## config.mk

```make
export PLATFORM = sky130hd
export DESIGN_NAME = flash_host_ctrl
export DESIGN_NICKNAME = d
export VERILOG_FILES = /design/src/common/flash_host_pkg.sv /design/src/logic/flash_bus_cycle.sv /design/src/logic/flash_host_ctrl.sv
export SDC_FILE = /design/constraint.sdc
export NUM_CORES = 1
export LEC_CHECK = 0
export BUFFER_PORTS_ARGS = -buffer_cell sky130_fd_sc_hd__buf_2
export CAP_MARGIN = 20
export CORE_ASPECT_RATIO = 0.6
export CORE_UTILIZATION = 43
export CTS_BUF_LIST = sky130_fd_sc_hd__clkbuf_16
export DETAILED_ROUTE_END_ITERATION = 8
export PLACE_DENSITY = 0.64
export SLEW_MARGIN = 20
export SYNTH_ARGS = -nofsm -noshare
export SYNTH_HDL_FRONTEND = slang
export SYNTH_HIERARCHICAL = 1
export SYNTH_SLANG_ARGS = --single-unit
```

## constraint.sdc

```tcl
create_clock -name hclk -period 3.65 [get_ports hclk]
set_clock_uncertainty 0.15 [all_clocks]
set_input_delay 0.1825 -clock hclk [delete_from_list [all_inputs] [get_ports hclk]]
set_output_delay 0.1825 -clock hclk [all_outputs]
set_load 0.02 [all_outputs]
```

## src/common/flash_host_pkg.sv

```systemverilog
package flash_host_pkg;

  localparam int ADDR_W = 18;
  localparam int DATA_W = 8;
  localparam int CNT_W  = 8;

  // register byte offsets on the bus
  localparam logic [7:0] OFS_CMD     = 8'h00;
  localparam logic [7:0] OFS_CFG     = 8'h04;
  localparam logic [7:0] OFS_ADDR    = 8'h08;
  localparam logic [7:0] OFS_WDATA   = 8'h0c;
  localparam logic [7:0] OFS_RDATA   = 8'h10;
  localparam logic [7:0] OFS_STATUS  = 8'h14;
  localparam logic [7:0] OFS_UADDR1  = 8'h18;
  localparam logic [7:0] OFS_UADDR2  = 8'h1c;
  localparam logic [7:0] OFS_UDATA   = 8'h20;
  localparam logic [7:0] OFS_CODES   = 8'h24;

  // operation codes written to the command register, bits [2:0]
  localparam logic [2:0] OP_WRITE    = 3'h1;
  localparam logic [2:0] OP_READ     = 3'h2;
  localparam logic [2:0] OP_ID_ENTER = 3'h3;
  localparam logic [2:0] OP_RESET    = 3'h4;
  localparam logic [2:0] OP_HW_RESET = 3'h5;

  // field positions
  localparam int CFG_HV_A9    = 0;
  localparam int CFG_HV_RESET = 1;
  localparam int ST_BUSY      = 0;
  localparam int ST_ID_MODE   = 1;
  localparam int ST_PROTECTED = 2;
  localparam int ST_RST_LOW   = 3;
  localparam int ID_SEL_LSB   = 0;
  localparam int ADDR_SIX     = 6;

  // low address byte of the sector protection query
  localparam logic [7:0] ID_SEL_PROTECT = 8'h02;

  // reset values
  localparam logic [ADDR_W-1:0] UADDR_RST = 18'h00000;
  localparam logic [15:0]       UDATA_RST = 16'h0000;
  localparam logic [15:0]       CODES_RST = 16'h0000;

  // timing
  localparam int T_CLK_NS = 100;
  localparam int T_WP_NS  = 35;
  localparam int T_ACC_NS = 70;
  localparam int T_RP_NS  = 500;
  localparam int T_RH_NS  = 50;

  function automatic int ceil_cyc(input int ns);
    int c;
    c = (ns + T_CLK_NS - 1) / T_CLK_NS;
    return (c < 1) ? 1 : c;
  endfunction : ceil_cyc

  localparam logic [CNT_W-1:0] WP_CYC  = CNT_W'(ceil_cyc(T_WP_NS));
  localparam logic [CNT_W-1:0] ACC_CYC = CNT_W'(ceil_cyc(T_ACC_NS));
  localparam logic [CNT_W-1:0] RP_CYC  = CNT_W'(ceil_cyc(T_RP_NS));
  localparam logic [CNT_W-1:0] RH_CYC  = CNT_W'(ceil_cyc(T_RH_NS));

endpackage : flash_host_pkg

```

## src/logic/flash_bus_cycle.sv

```systemverilog
// one strobe cycle on the flash pins, read or write
module flash_bus_cycle (
  input  wire logic                              hclk,
  input  wire logic                              hresetn,
  input  wire logic                              start,
  input  wire logic                              is_write,
  input  wire logic [flash_host_pkg::ADDR_W-1:0] addr,
  input  wire logic [flash_host_pkg::DATA_W-1:0] wdata,
  input  wire logic [flash_host_pkg::DATA_W-1:0] dq_in,
  output logic                                   ce_n,
  output logic                                   oe_n,
  output logic                                   we_n,
  output logic      [flash_host_pkg::ADDR_W-1:0] addr_out,
  output logic      [flash_host_pkg::DATA_W-1:0] dq_out,
  output logic                                   dq_oe,
  output logic      [flash_host_pkg::DATA_W-1:0] rdata,
  output logic                                   done
);

  typedef enum logic [2:0] {
    C_IDLE, C_SETUP, C_STROBE, C_RELEASE, C_END
  } cyc_state_t;

  cyc_state_t                        state_reg;
  logic [flash_host_pkg::CNT_W-1:0] cnt_reg;
  logic                              wr_reg;

  wire cnt_zero = (cnt_reg == '0);

  always_ff @(posedge hclk or negedge hresetn) begin
    if (!hresetn) begin
      state_reg <= C_IDLE;
      cnt_reg   <= '0;
      wr_reg    <= 1'b0;
      ce_n      <= 1'b1;
      oe_n      <= 1'b1;
      we_n      <= 1'b1;
      addr_out  <= '0;
      dq_out    <= '0;
      dq_oe     <= 1'b0;
      rdata     <= '0;
      done      <= 1'b0;
    end else begin
      done <= 1'b0;
      case (state_reg)
        C_IDLE: begin
          if (start) begin
            addr_out  <= addr;
            dq_out    <= wdata;
            wr_reg    <= is_write;
            ce_n      <= 1'b0;
            state_reg <= C_SETUP;
          end
        end
        C_SETUP: begin
          // ce falls first so the address is taken on the we fall
          if (wr_reg) begin
            we_n    <= 1'b0;
            dq_oe   <= 1'b1;
            cnt_reg <= flash_host_pkg::WP_CYC - 1'b1;
          end else begin
            oe_n    <= 1'b0;
            cnt_reg <= flash_host_pkg::ACC_CYC - 1'b1;
          end
          state_reg <= C_STROBE;
        end
        C_STROBE: begin
          if (!cnt_zero) begin
            cnt_reg <= cnt_reg - 1'b1;
          end else begin
            if (wr_reg) begin
              we_n <= 1'b1;
            end else begin
              rdata <= dq_in;
              oe_n  <= 1'b1;
            end
            state_reg <= C_RELEASE;
          end
        end
        C_RELEASE: begin
          // data held past the we rise for hold time
          ce_n      <= 1'b1;
          state_reg <= C_END;
        end
        C_END: begin
          dq_oe     <= 1'b0;
          done      <= 1'b1;
          state_reg <= C_IDLE;
        end
        default: state_reg <= C_IDLE;
      endcase
    end
  end

endmodule : flash_bus_cycle

```

## src/logic/flash_host_ctrl.sv

```systemverilog
module flash_host_ctrl (
  input  wire logic                              hclk,
  input  wire logic                              hresetn,
  input  wire logic                              hsel,
  input  wire logic [31:0]                       haddr,
  input  wire logic [1:0]                        htrans,
  input  wire logic                              hwrite,
  input  wire logic [2:0]                        hsize,
  input  wire logic [31:0]                       hwdata,
  input  wire logic                              hready,
  output logic                                   hreadyout,
  output logic                                   hresp,
  output logic      [31:0]                       hrdata,
  output logic      [flash_host_pkg::ADDR_W-1:0] flash_addr,
  output logic      [flash_host_pkg::DATA_W-1:0] flash_dq_out,
  output logic                                   flash_dq_oe,
  input  wire logic [flash_host_pkg::DATA_W-1:0] flash_dq_in,
  output logic                                   flash_ce_n,
  output logic                                   flash_oe_n,
  output logic                                   flash_we_n,
  output logic                                   flash_reset_n,
  output logic                                   hv_a9_en,
  output logic                                   hv_reset_en
);

  localparam int AW = flash_host_pkg::ADDR_W;
  localparam int DW = flash_host_pkg::DATA_W;

  typedef enum logic [2:0] {
    M_IDLE, M_START, M_WAIT, M_RST_LOW, M_RST_REC
  } main_state_t;

  // bus slave
  logic        wr_pend_reg;
  logic [7:0]  wr_ofs_reg;
  logic [31:0] hrdata_reg;

  // software registers
  logic [1:0]    cfg_reg;
  logic [AW-1:0] addr_reg;
  logic [DW-1:0] wdata_reg;
  logic [DW-1:0] rdata_reg;
  logic [AW-1:0] uaddr1_reg;
  logic [AW-1:0] uaddr2_reg;
  logic [15:0]   udata_reg;
  logic [15:0]   codes_reg;

  // sequencer
  main_state_t                      state_reg;
  logic [2:0]                       op_reg;
  logic [1:0]                       step_reg;
  logic [flash_host_pkg::CNT_W-1:0] cnt_reg;
  logic                             id_mode_reg;
  logic                             protected_reg;
  logic                             reset_n_reg;

  logic                             cyc_done;
  logic [DW-1:0]                    cyc_rdata;

  wire addr_phase = hsel & htrans[1] & hready;
  wire busy       = (state_reg != M_IDLE);
  wire wr_cmd     = wr_pend_reg & (wr_ofs_reg == flash_host_pkg::OFS_CMD);
  wire [2:0] new_op = hwdata[2:0];
  wire op_valid   = (new_op == flash_host_pkg::OP_WRITE)
                  | (new_op == flash_host_pkg::OP_READ)
                  | (new_op == flash_host_pkg::OP_ID_ENTER)
                  | (new_op == flash_host_pkg::OP_RESET)
                  | (new_op == flash_host_pkg::OP_HW_RESET);
  // a command written while busy is dropped, software polls busy first
  wire launch     = wr_cmd & ~busy & op_valid;
  wire launch_hw  = launch & (new_op == flash_host_pkg::OP_HW_RESET);

  // programmer method needs address bit six low under high voltage
  wire [AW-1:0] addr_eff = cfg_reg[flash_host_pkg::CFG_HV_A9]
    ? {addr_reg[AW-1:7], 1'b0, addr_reg[5:0]}
    : addr_reg;

  // unlock pair then id command; codes are software loaded
  wire is_id  = (op_reg == flash_host_pkg::OP_ID_ENTER);
  wire is_rst = (op_reg == flash_host_pkg::OP_RESET);
  wire is_rd  = (op_reg == flash_host_pkg::OP_READ);
  wire [AW-1:0] cyc_addr =
      !is_id           ? addr_eff   :
      (step_reg == 2'd1) ? uaddr2_reg : uaddr1_reg;
  wire [DW-1:0] cyc_wdata =
      is_rst             ? codes_reg[15:8] :
      !is_id             ? wdata_reg       :
      (step_reg == 2'd0) ? udata_reg[7:0]  :
      (step_reg == 2'd1) ? udata_reg[15:8] : codes_reg[7:0];
  wire [1:0] last_step = is_id ? 2'd2 : 2'd0;
  wire       seq_end   = cyc_done & (step_reg == last_step);

  // protection query reads return the flag in bit zero
  wire prot_query = id_mode_reg
                  & (addr_reg[7:0] == flash_host_pkg::ID_SEL_PROTECT);

  wire [31:0] status_word = {28'h0000000, ~reset_n_reg, protected_reg,
                             id_mode_reg, busy};

  wire [7:0] rd_ofs = haddr[7:0];
  wire [31:0] rd_mux =
    (rd_ofs == flash_host_pkg::OFS_CFG)    ? {30'h00000000, cfg_reg} :
    (rd_ofs == flash_host_pkg::OFS_ADDR)   ? {14'h0000, addr_reg}    :
    (rd_ofs == flash_host_pkg::OFS_WDATA)  ? {24'h000000, wdata_reg} :
    (rd_ofs == flash_host_pkg::OFS_RDATA)  ? {24'h000000, rdata_reg} :
    (rd_ofs == flash_host_pkg::OFS_STATUS) ? status_word             :
    (rd_ofs == flash_host_pkg::OFS_UADDR1) ? {14'h0000, uaddr1_reg}  :
    (rd_ofs == flash_host_pkg::OFS_UADDR2) ? {14'h0000, uaddr2_reg}  :
    (rd_ofs == flash_host_pkg::OFS_UDATA)  ? {16'h0000, udata_reg}   :
    (rd_ofs == flash_host_pkg::OFS_CODES)  ? {16'h0000, codes_reg}   :
                                             32'h00000000;

  assign hreadyout     = 1'b1;
  assign hresp         = 1'b0;
  assign hrdata        = hrdata_reg;
  assign flash_reset_n = reset_n_reg;
  assign hv_a9_en      = cfg_reg[flash_host_pkg::CFG_HV_A9];
  // high voltage on reset lifts protection only while held
  assign hv_reset_en   = cfg_reg[flash_host_pkg::CFG_HV_RESET];

  flash_bus_cycle u_cycle (
    .hclk     (hclk),
    .hresetn  (hresetn),
    .start    (state_reg == M_START),
    .is_write (~is_rd),
    .addr     (cyc_addr),
    .wdata    (cyc_wdata),
    .dq_in    (flash_dq_in),
    .ce_n     (flash_ce_n),
    .oe_n     (flash_oe_n),
    .we_n     (flash_we_n),
    .addr_out (flash_addr),
    .dq_out   (flash_dq_out),
    .dq_oe    (flash_dq_oe),
    .rdata    (cyc_rdata),
    .done     (cyc_done)
  );

  always_ff @(posedge hclk or negedge hresetn) begin
    if (!hresetn) begin
      wr_pend_reg <= 1'b0;
      wr_ofs_reg  <= 8'h00;
      hrdata_reg  <= 32'h00000000;
    end else begin
      wr_pend_reg <= addr_phase & hwrite;
      wr_ofs_reg  <= haddr[7:0];
      if (addr_phase & ~hwrite) begin
        hrdata_reg <= rd_mux;
      end
    end
  end

  always_ff @(posedge hclk or negedge hresetn) begin
    if (!hresetn) begin
      cfg_reg    <= 2'b00;
      addr_reg   <= '0;
      wdata_reg  <= '0;
      uaddr1_reg <= flash_host_pkg::UADDR_RST;
      uaddr2_reg <= flash_host_pkg::UADDR_RST;
      udata_reg  <= flash_host_pkg::UDATA_RST;
      codes_reg  <= flash_host_pkg::CODES_RST;
    end else if (wr_pend_reg) begin
      case (wr_ofs_reg)
        flash_host_pkg::OFS_CFG:    cfg_reg    <= hwdata[1:0];
        flash_host_pkg::OFS_ADDR:   addr_reg   <= hwdata[AW-1:0];
        flash_host_pkg::OFS_WDATA:  wdata_reg  <= hwdata[DW-1:0];
        flash_host_pkg::OFS_UADDR1: uaddr1_reg <= hwdata[AW-1:0];
        flash_host_pkg::OFS_UADDR2: uaddr2_reg <= hwdata[AW-1:0];
        flash_host_pkg::OFS_UDATA:  udata_reg  <= hwdata[15:0];
        flash_host_pkg::OFS_CODES:  codes_reg  <= hwdata[15:0];
        default: ;
      endcase
    end
  end

  always_ff @(posedge hclk or negedge hresetn) begin
    if (!hresetn) begin
      state_reg <= M_IDLE;
      op_reg    <= 3'h0;
      step_reg  <= 2'd0;
      cnt_reg   <= '0;
    end else begin
      case (state_reg)
        M_IDLE: begin
          if (launch) begin
            op_reg    <= new_op;
            step_reg  <= 2'd0;
            cnt_reg   <= flash_host_pkg::RP_CYC - 1'b1;
            state_reg <= launch_hw ? M_RST_LOW : M_START;
          end
        end
        M_START: state_reg <= M_WAIT;
        M_WAIT: begin
          if (seq_end) begin
            state_reg <= M_IDLE;
          end else if (cyc_done) begin
            step_reg  <= step_reg + 2'd1;
            state_reg <= M_START;
          end
        end
        M_RST_LOW: begin
          // no strobe issued while reset is low
          if (cnt_reg != '0) begin
            cnt_reg <= cnt_reg - 1'b1;
          end else begin
            cnt_reg   <= flash_host_pkg::RH_CYC - 1'b1;
            state_reg <= M_RST_REC;
          end
        end
        M_RST_REC: begin
          if (cnt_reg != '0) begin
            cnt_reg <= cnt_reg - 1'b1;
          end else begin
            state_reg <= M_IDLE;
          end
        end
        default: state_reg <= M_IDLE;
      endcase
    end
  end

  always_ff @(posedge hclk or negedge hresetn) begin
    if (!hresetn) begin
      reset_n_reg <= 1'b1;
    end else begin
      // the last count cycle already releases the pin, so it stays low
      // for exactly the reset width and recovery starts on time
      reset_n_reg <= ~((state_reg == M_IDLE) ? launch_hw
                       : ((state_reg == M_RST_LOW) && (cnt_reg != '0)));
    end
  end

  // host copy of the device mode: array read after reset
  always_ff @(posedge hclk or negedge hresetn) begin
    if (!hresetn) begin
      id_mode_reg   <= 1'b0;
      protected_reg <= 1'b0;
      rdata_reg     <= '0;
    end else begin
      if (state_reg == M_RST_REC) begin
        id_mode_reg <= 1'b0;
      end else if (seq_end & is_id) begin
        id_mode_reg <= 1'b1;
      end else if (seq_end & is_rst) begin
        id_mode_reg <= 1'b0;
      end
      if (cyc_done & is_rd) begin
        rdata_reg <= cyc_rdata;
        if (prot_query) begin
          protected_reg <= cyc_rdata[0];
        end
      end
    end
  end

endmodule : flash_host_ctrl
```

==> summary.md <==
| Metric | Value |
|---|---|
| Status | `complete, no violations` |
| Synthesis-to-finish area growth | `16.6%` |
| Total GRT Usage | `23.2%` |
| I/O pin count | `approximately 150` |
| Syn_area_per_cell | `11.3 sq um` |
| LEAKAGE | `5.43 nW` |
| DP Area | `0.0110 sq mm` |
| Worst-Skew Late Latency | `0.51 ns` |
| Final ANT Viol Nets | `0` |
| Clk slew on worst S/H paths | `around 0.06 ns` |
| Finished Cell Area | `0.0119 sq mm` |
| Final WS setup | `0.957 ns` |
| Netlist cell types | `77` |
| N_diodes | `0` |
| FMAX | `0.371 GHz` |
| Setup TNS | `0 ns` |
| Maxcap violations | `0` |
| Routability Congestion | `0.887` |
| Largest area contributor in the netlist | `dfrtp_1` |
| Register area share after synthesis | `49.3%` |
| Vias in the first global route | `7284` |
| Die Area | `0.0244 sq mm` |
| RSZ-0062 raised after global routing | `no` |
| Post-Syn Instances | `~900` |
| Nature of the critical path startpoint | `register` |
| WP data required | `3.94 ns` |
| Post-synth top area share | `48.2%` |
| Final net count | `1109` |
| Post-detailed-route wirelength per cell | `20.7 microns` |
| Overflow after GRT | `0` |
| Core area | `0.0232 sq mm` |
| Max Slew Vio Count | `0` |
| Post-synth ARST share | `between 90% and 100%` |
| Port Buffer Count | `90` |
| CTS Buf Count | `21` |
| H-tree depth | `1` |
| Post-synth EDFFs | `0` |
| First-pass GRT wire length | `43400 microns` |
| CTS resizes | `0` |
| Top-count cell post-synth | `dfrtp_1` |
| Final setup fails | `0` |
| Post-route minimum period | `2.69 ns` |
| Root Buffer | `clkbuf_16` |
| Final Hold Fails | `0` |
| Worst slack, placed | `1.01 ns` |
| CP max FO | `14` |
| Drt via density | `5.68` |
| Initial Utilization | `44.1%` |
| Initial antenna violation count | `0` |
| Worst vdd ir | `between 0.2 and 0.3 mV` |
| Pre-antenna DRT Iters | `5` |
| Die Height | `around 120 microns` |
| Synthesized area | `between 0.01 and 0.015 sq mm` |
| Synth top area cells | `dfrtp_1 (48%), mux2_2 (17%), mux2i_1 (4.6%)` |
| Worst path arrival time | `2.98 ns` |
| Clk sinks | `201` |
| Drt initial violations | `712` |
| Total Wirelength | `27900 microns` |
| Crit. End Element | `register` |
| Setup bufs post-CTS | `0` |
| # DRC | `0` |
| Max clock buf depth | `3` |
| Largest net degree at the start of global routing | `88` |
| CP Class | `register to register` |
| Ys flop type | `dfrtp_1` |
| Slew @ Worst Pin | `0.874 ns` |
| Period utilization | `about three quarters` |
| Width of the chip | `201 microns` |
| Routed vias | `around 7700` |
| Worst hold margin | `approximately 0.17 ns` |
| CTS tree | `built` |
| Yosys reg bits | `201` |
| Max transition margin | `around two fifths` |
| Hold_buf cts | `36` |
| Power per cell area | `about 430 mW/mm^2` |
| Row Count | `43` |
| Synthesis Warnings | `6` |
| Dpl hpwl | `between 15000 and 20000 microns` |
| Worst min-delay path class | `primary input to async pin` |
| Share of cells above drive strength 1 | `31.1%` |
| Post-synth top cells | `dfrtp_1 (197), mux2_2 (151), nand2_1 (79)` |
-- critical path: stages (launching register included) --
cell     delay (ns)
dfrtp_1        0.39
inv_1          0.14
ha_1           0.72
buf_4          0.28
mux2i_1        0.10
o21ai_0        0.57
mux2_2         0.28
-- power by group --
part           total (W)  switching [W]  internal, W
sequential       0.00253       0.000128      0.00240
clock            0.00194       0.000889      0.00105
combinational   0.000703       0.000405     0.000298
-- per-layer routing --
layer,global-route usage [%],vias to the layer above,part of all wire (%)
met3,5.37,23,8.4
met2,30.9,295,39
met4,3.72,0,1.2
li1,-,3512,-
met5,0,-,0
met1,37.5,3820,51
-- worst paths after layout --
path,from,endpoint,slack [ns],cells after the start
max,step_reg[1],u_cycle/addr_out[4],0.96,6
min,hresetn,u_cycle/rdata[7],0.17,2
max reg2reg,step_reg[1],u_cycle/addr_out[4],0.96,6
min reg2reg,u_cycle/ce_n,u_cycle/ce_n,0.33,2
max in group asynchronous,hresetn,u_cycle/ce_n,2.26,3
min in group hclk,htrans[1],hrdata[0],0.20,5
-- logic make-up (layout without fill, tap and decap cells) --
kind of cell             Yosys count  in the layout  synth area share, %
AND/OR/NAND/NOR                  238            238                 13.2
flip-flops                       201            201                 49.3
multiplexers                     200            200                 21.5
AO/OA/AOI/OAI                    169            169                 10.7
buffers and inverters             82            198                 4.19
XOR/XNOR                           6              6                0.514
adder cells (fa/ha/maj)            5              5                0.612
other                              2             16               0.0735
-- per-stage QoR --
stage | instances | utilization (%) | power [W]
floorplan | 917 | - | 0.00298
global placement | 1278 | 47.2 | 0.00323
detailed placement | 1278 | 47.2 | 0.00324
CTS | 1348 | 51.4 | 0.00521
global route | 1348 | 51.4 | 0.00539
finish | 1348 | 51.4 | 0.00517
-- cell usage in the layout, fill, tap and decap left out, types with 10 or more instances in the layout --
cell type	count
a21oi_1	24
a22oi_1	14
a31oi_1	12
buf_2	89
buf_4	17
clkbuf_16	21
conb_1	16
dfrtp_1	197
dlygate4sd3_1	36
inv_1	22
mux2_2	151
mux2i_1	47
nand2_1	79
nand2b_1	14
nand3_1	17
nand4_1	11
nor2_1	30
nor3_1	18
nor3b_1	10
o211ai_1	15
o21ai_0	52
-- final cells by class --
class | count | area, sq um
flip-flops and latches | 201 | 5030
multi-input cells | 634 | 4830
inverters | 19 | 71.3
well taps | 315 | 394
clock inverters | 13 | 75.1
repair buffers | 145 | 987
clock buffers | 21 | 526
fillers | 2119 | 11300
(Power assumes the default switching activity.)
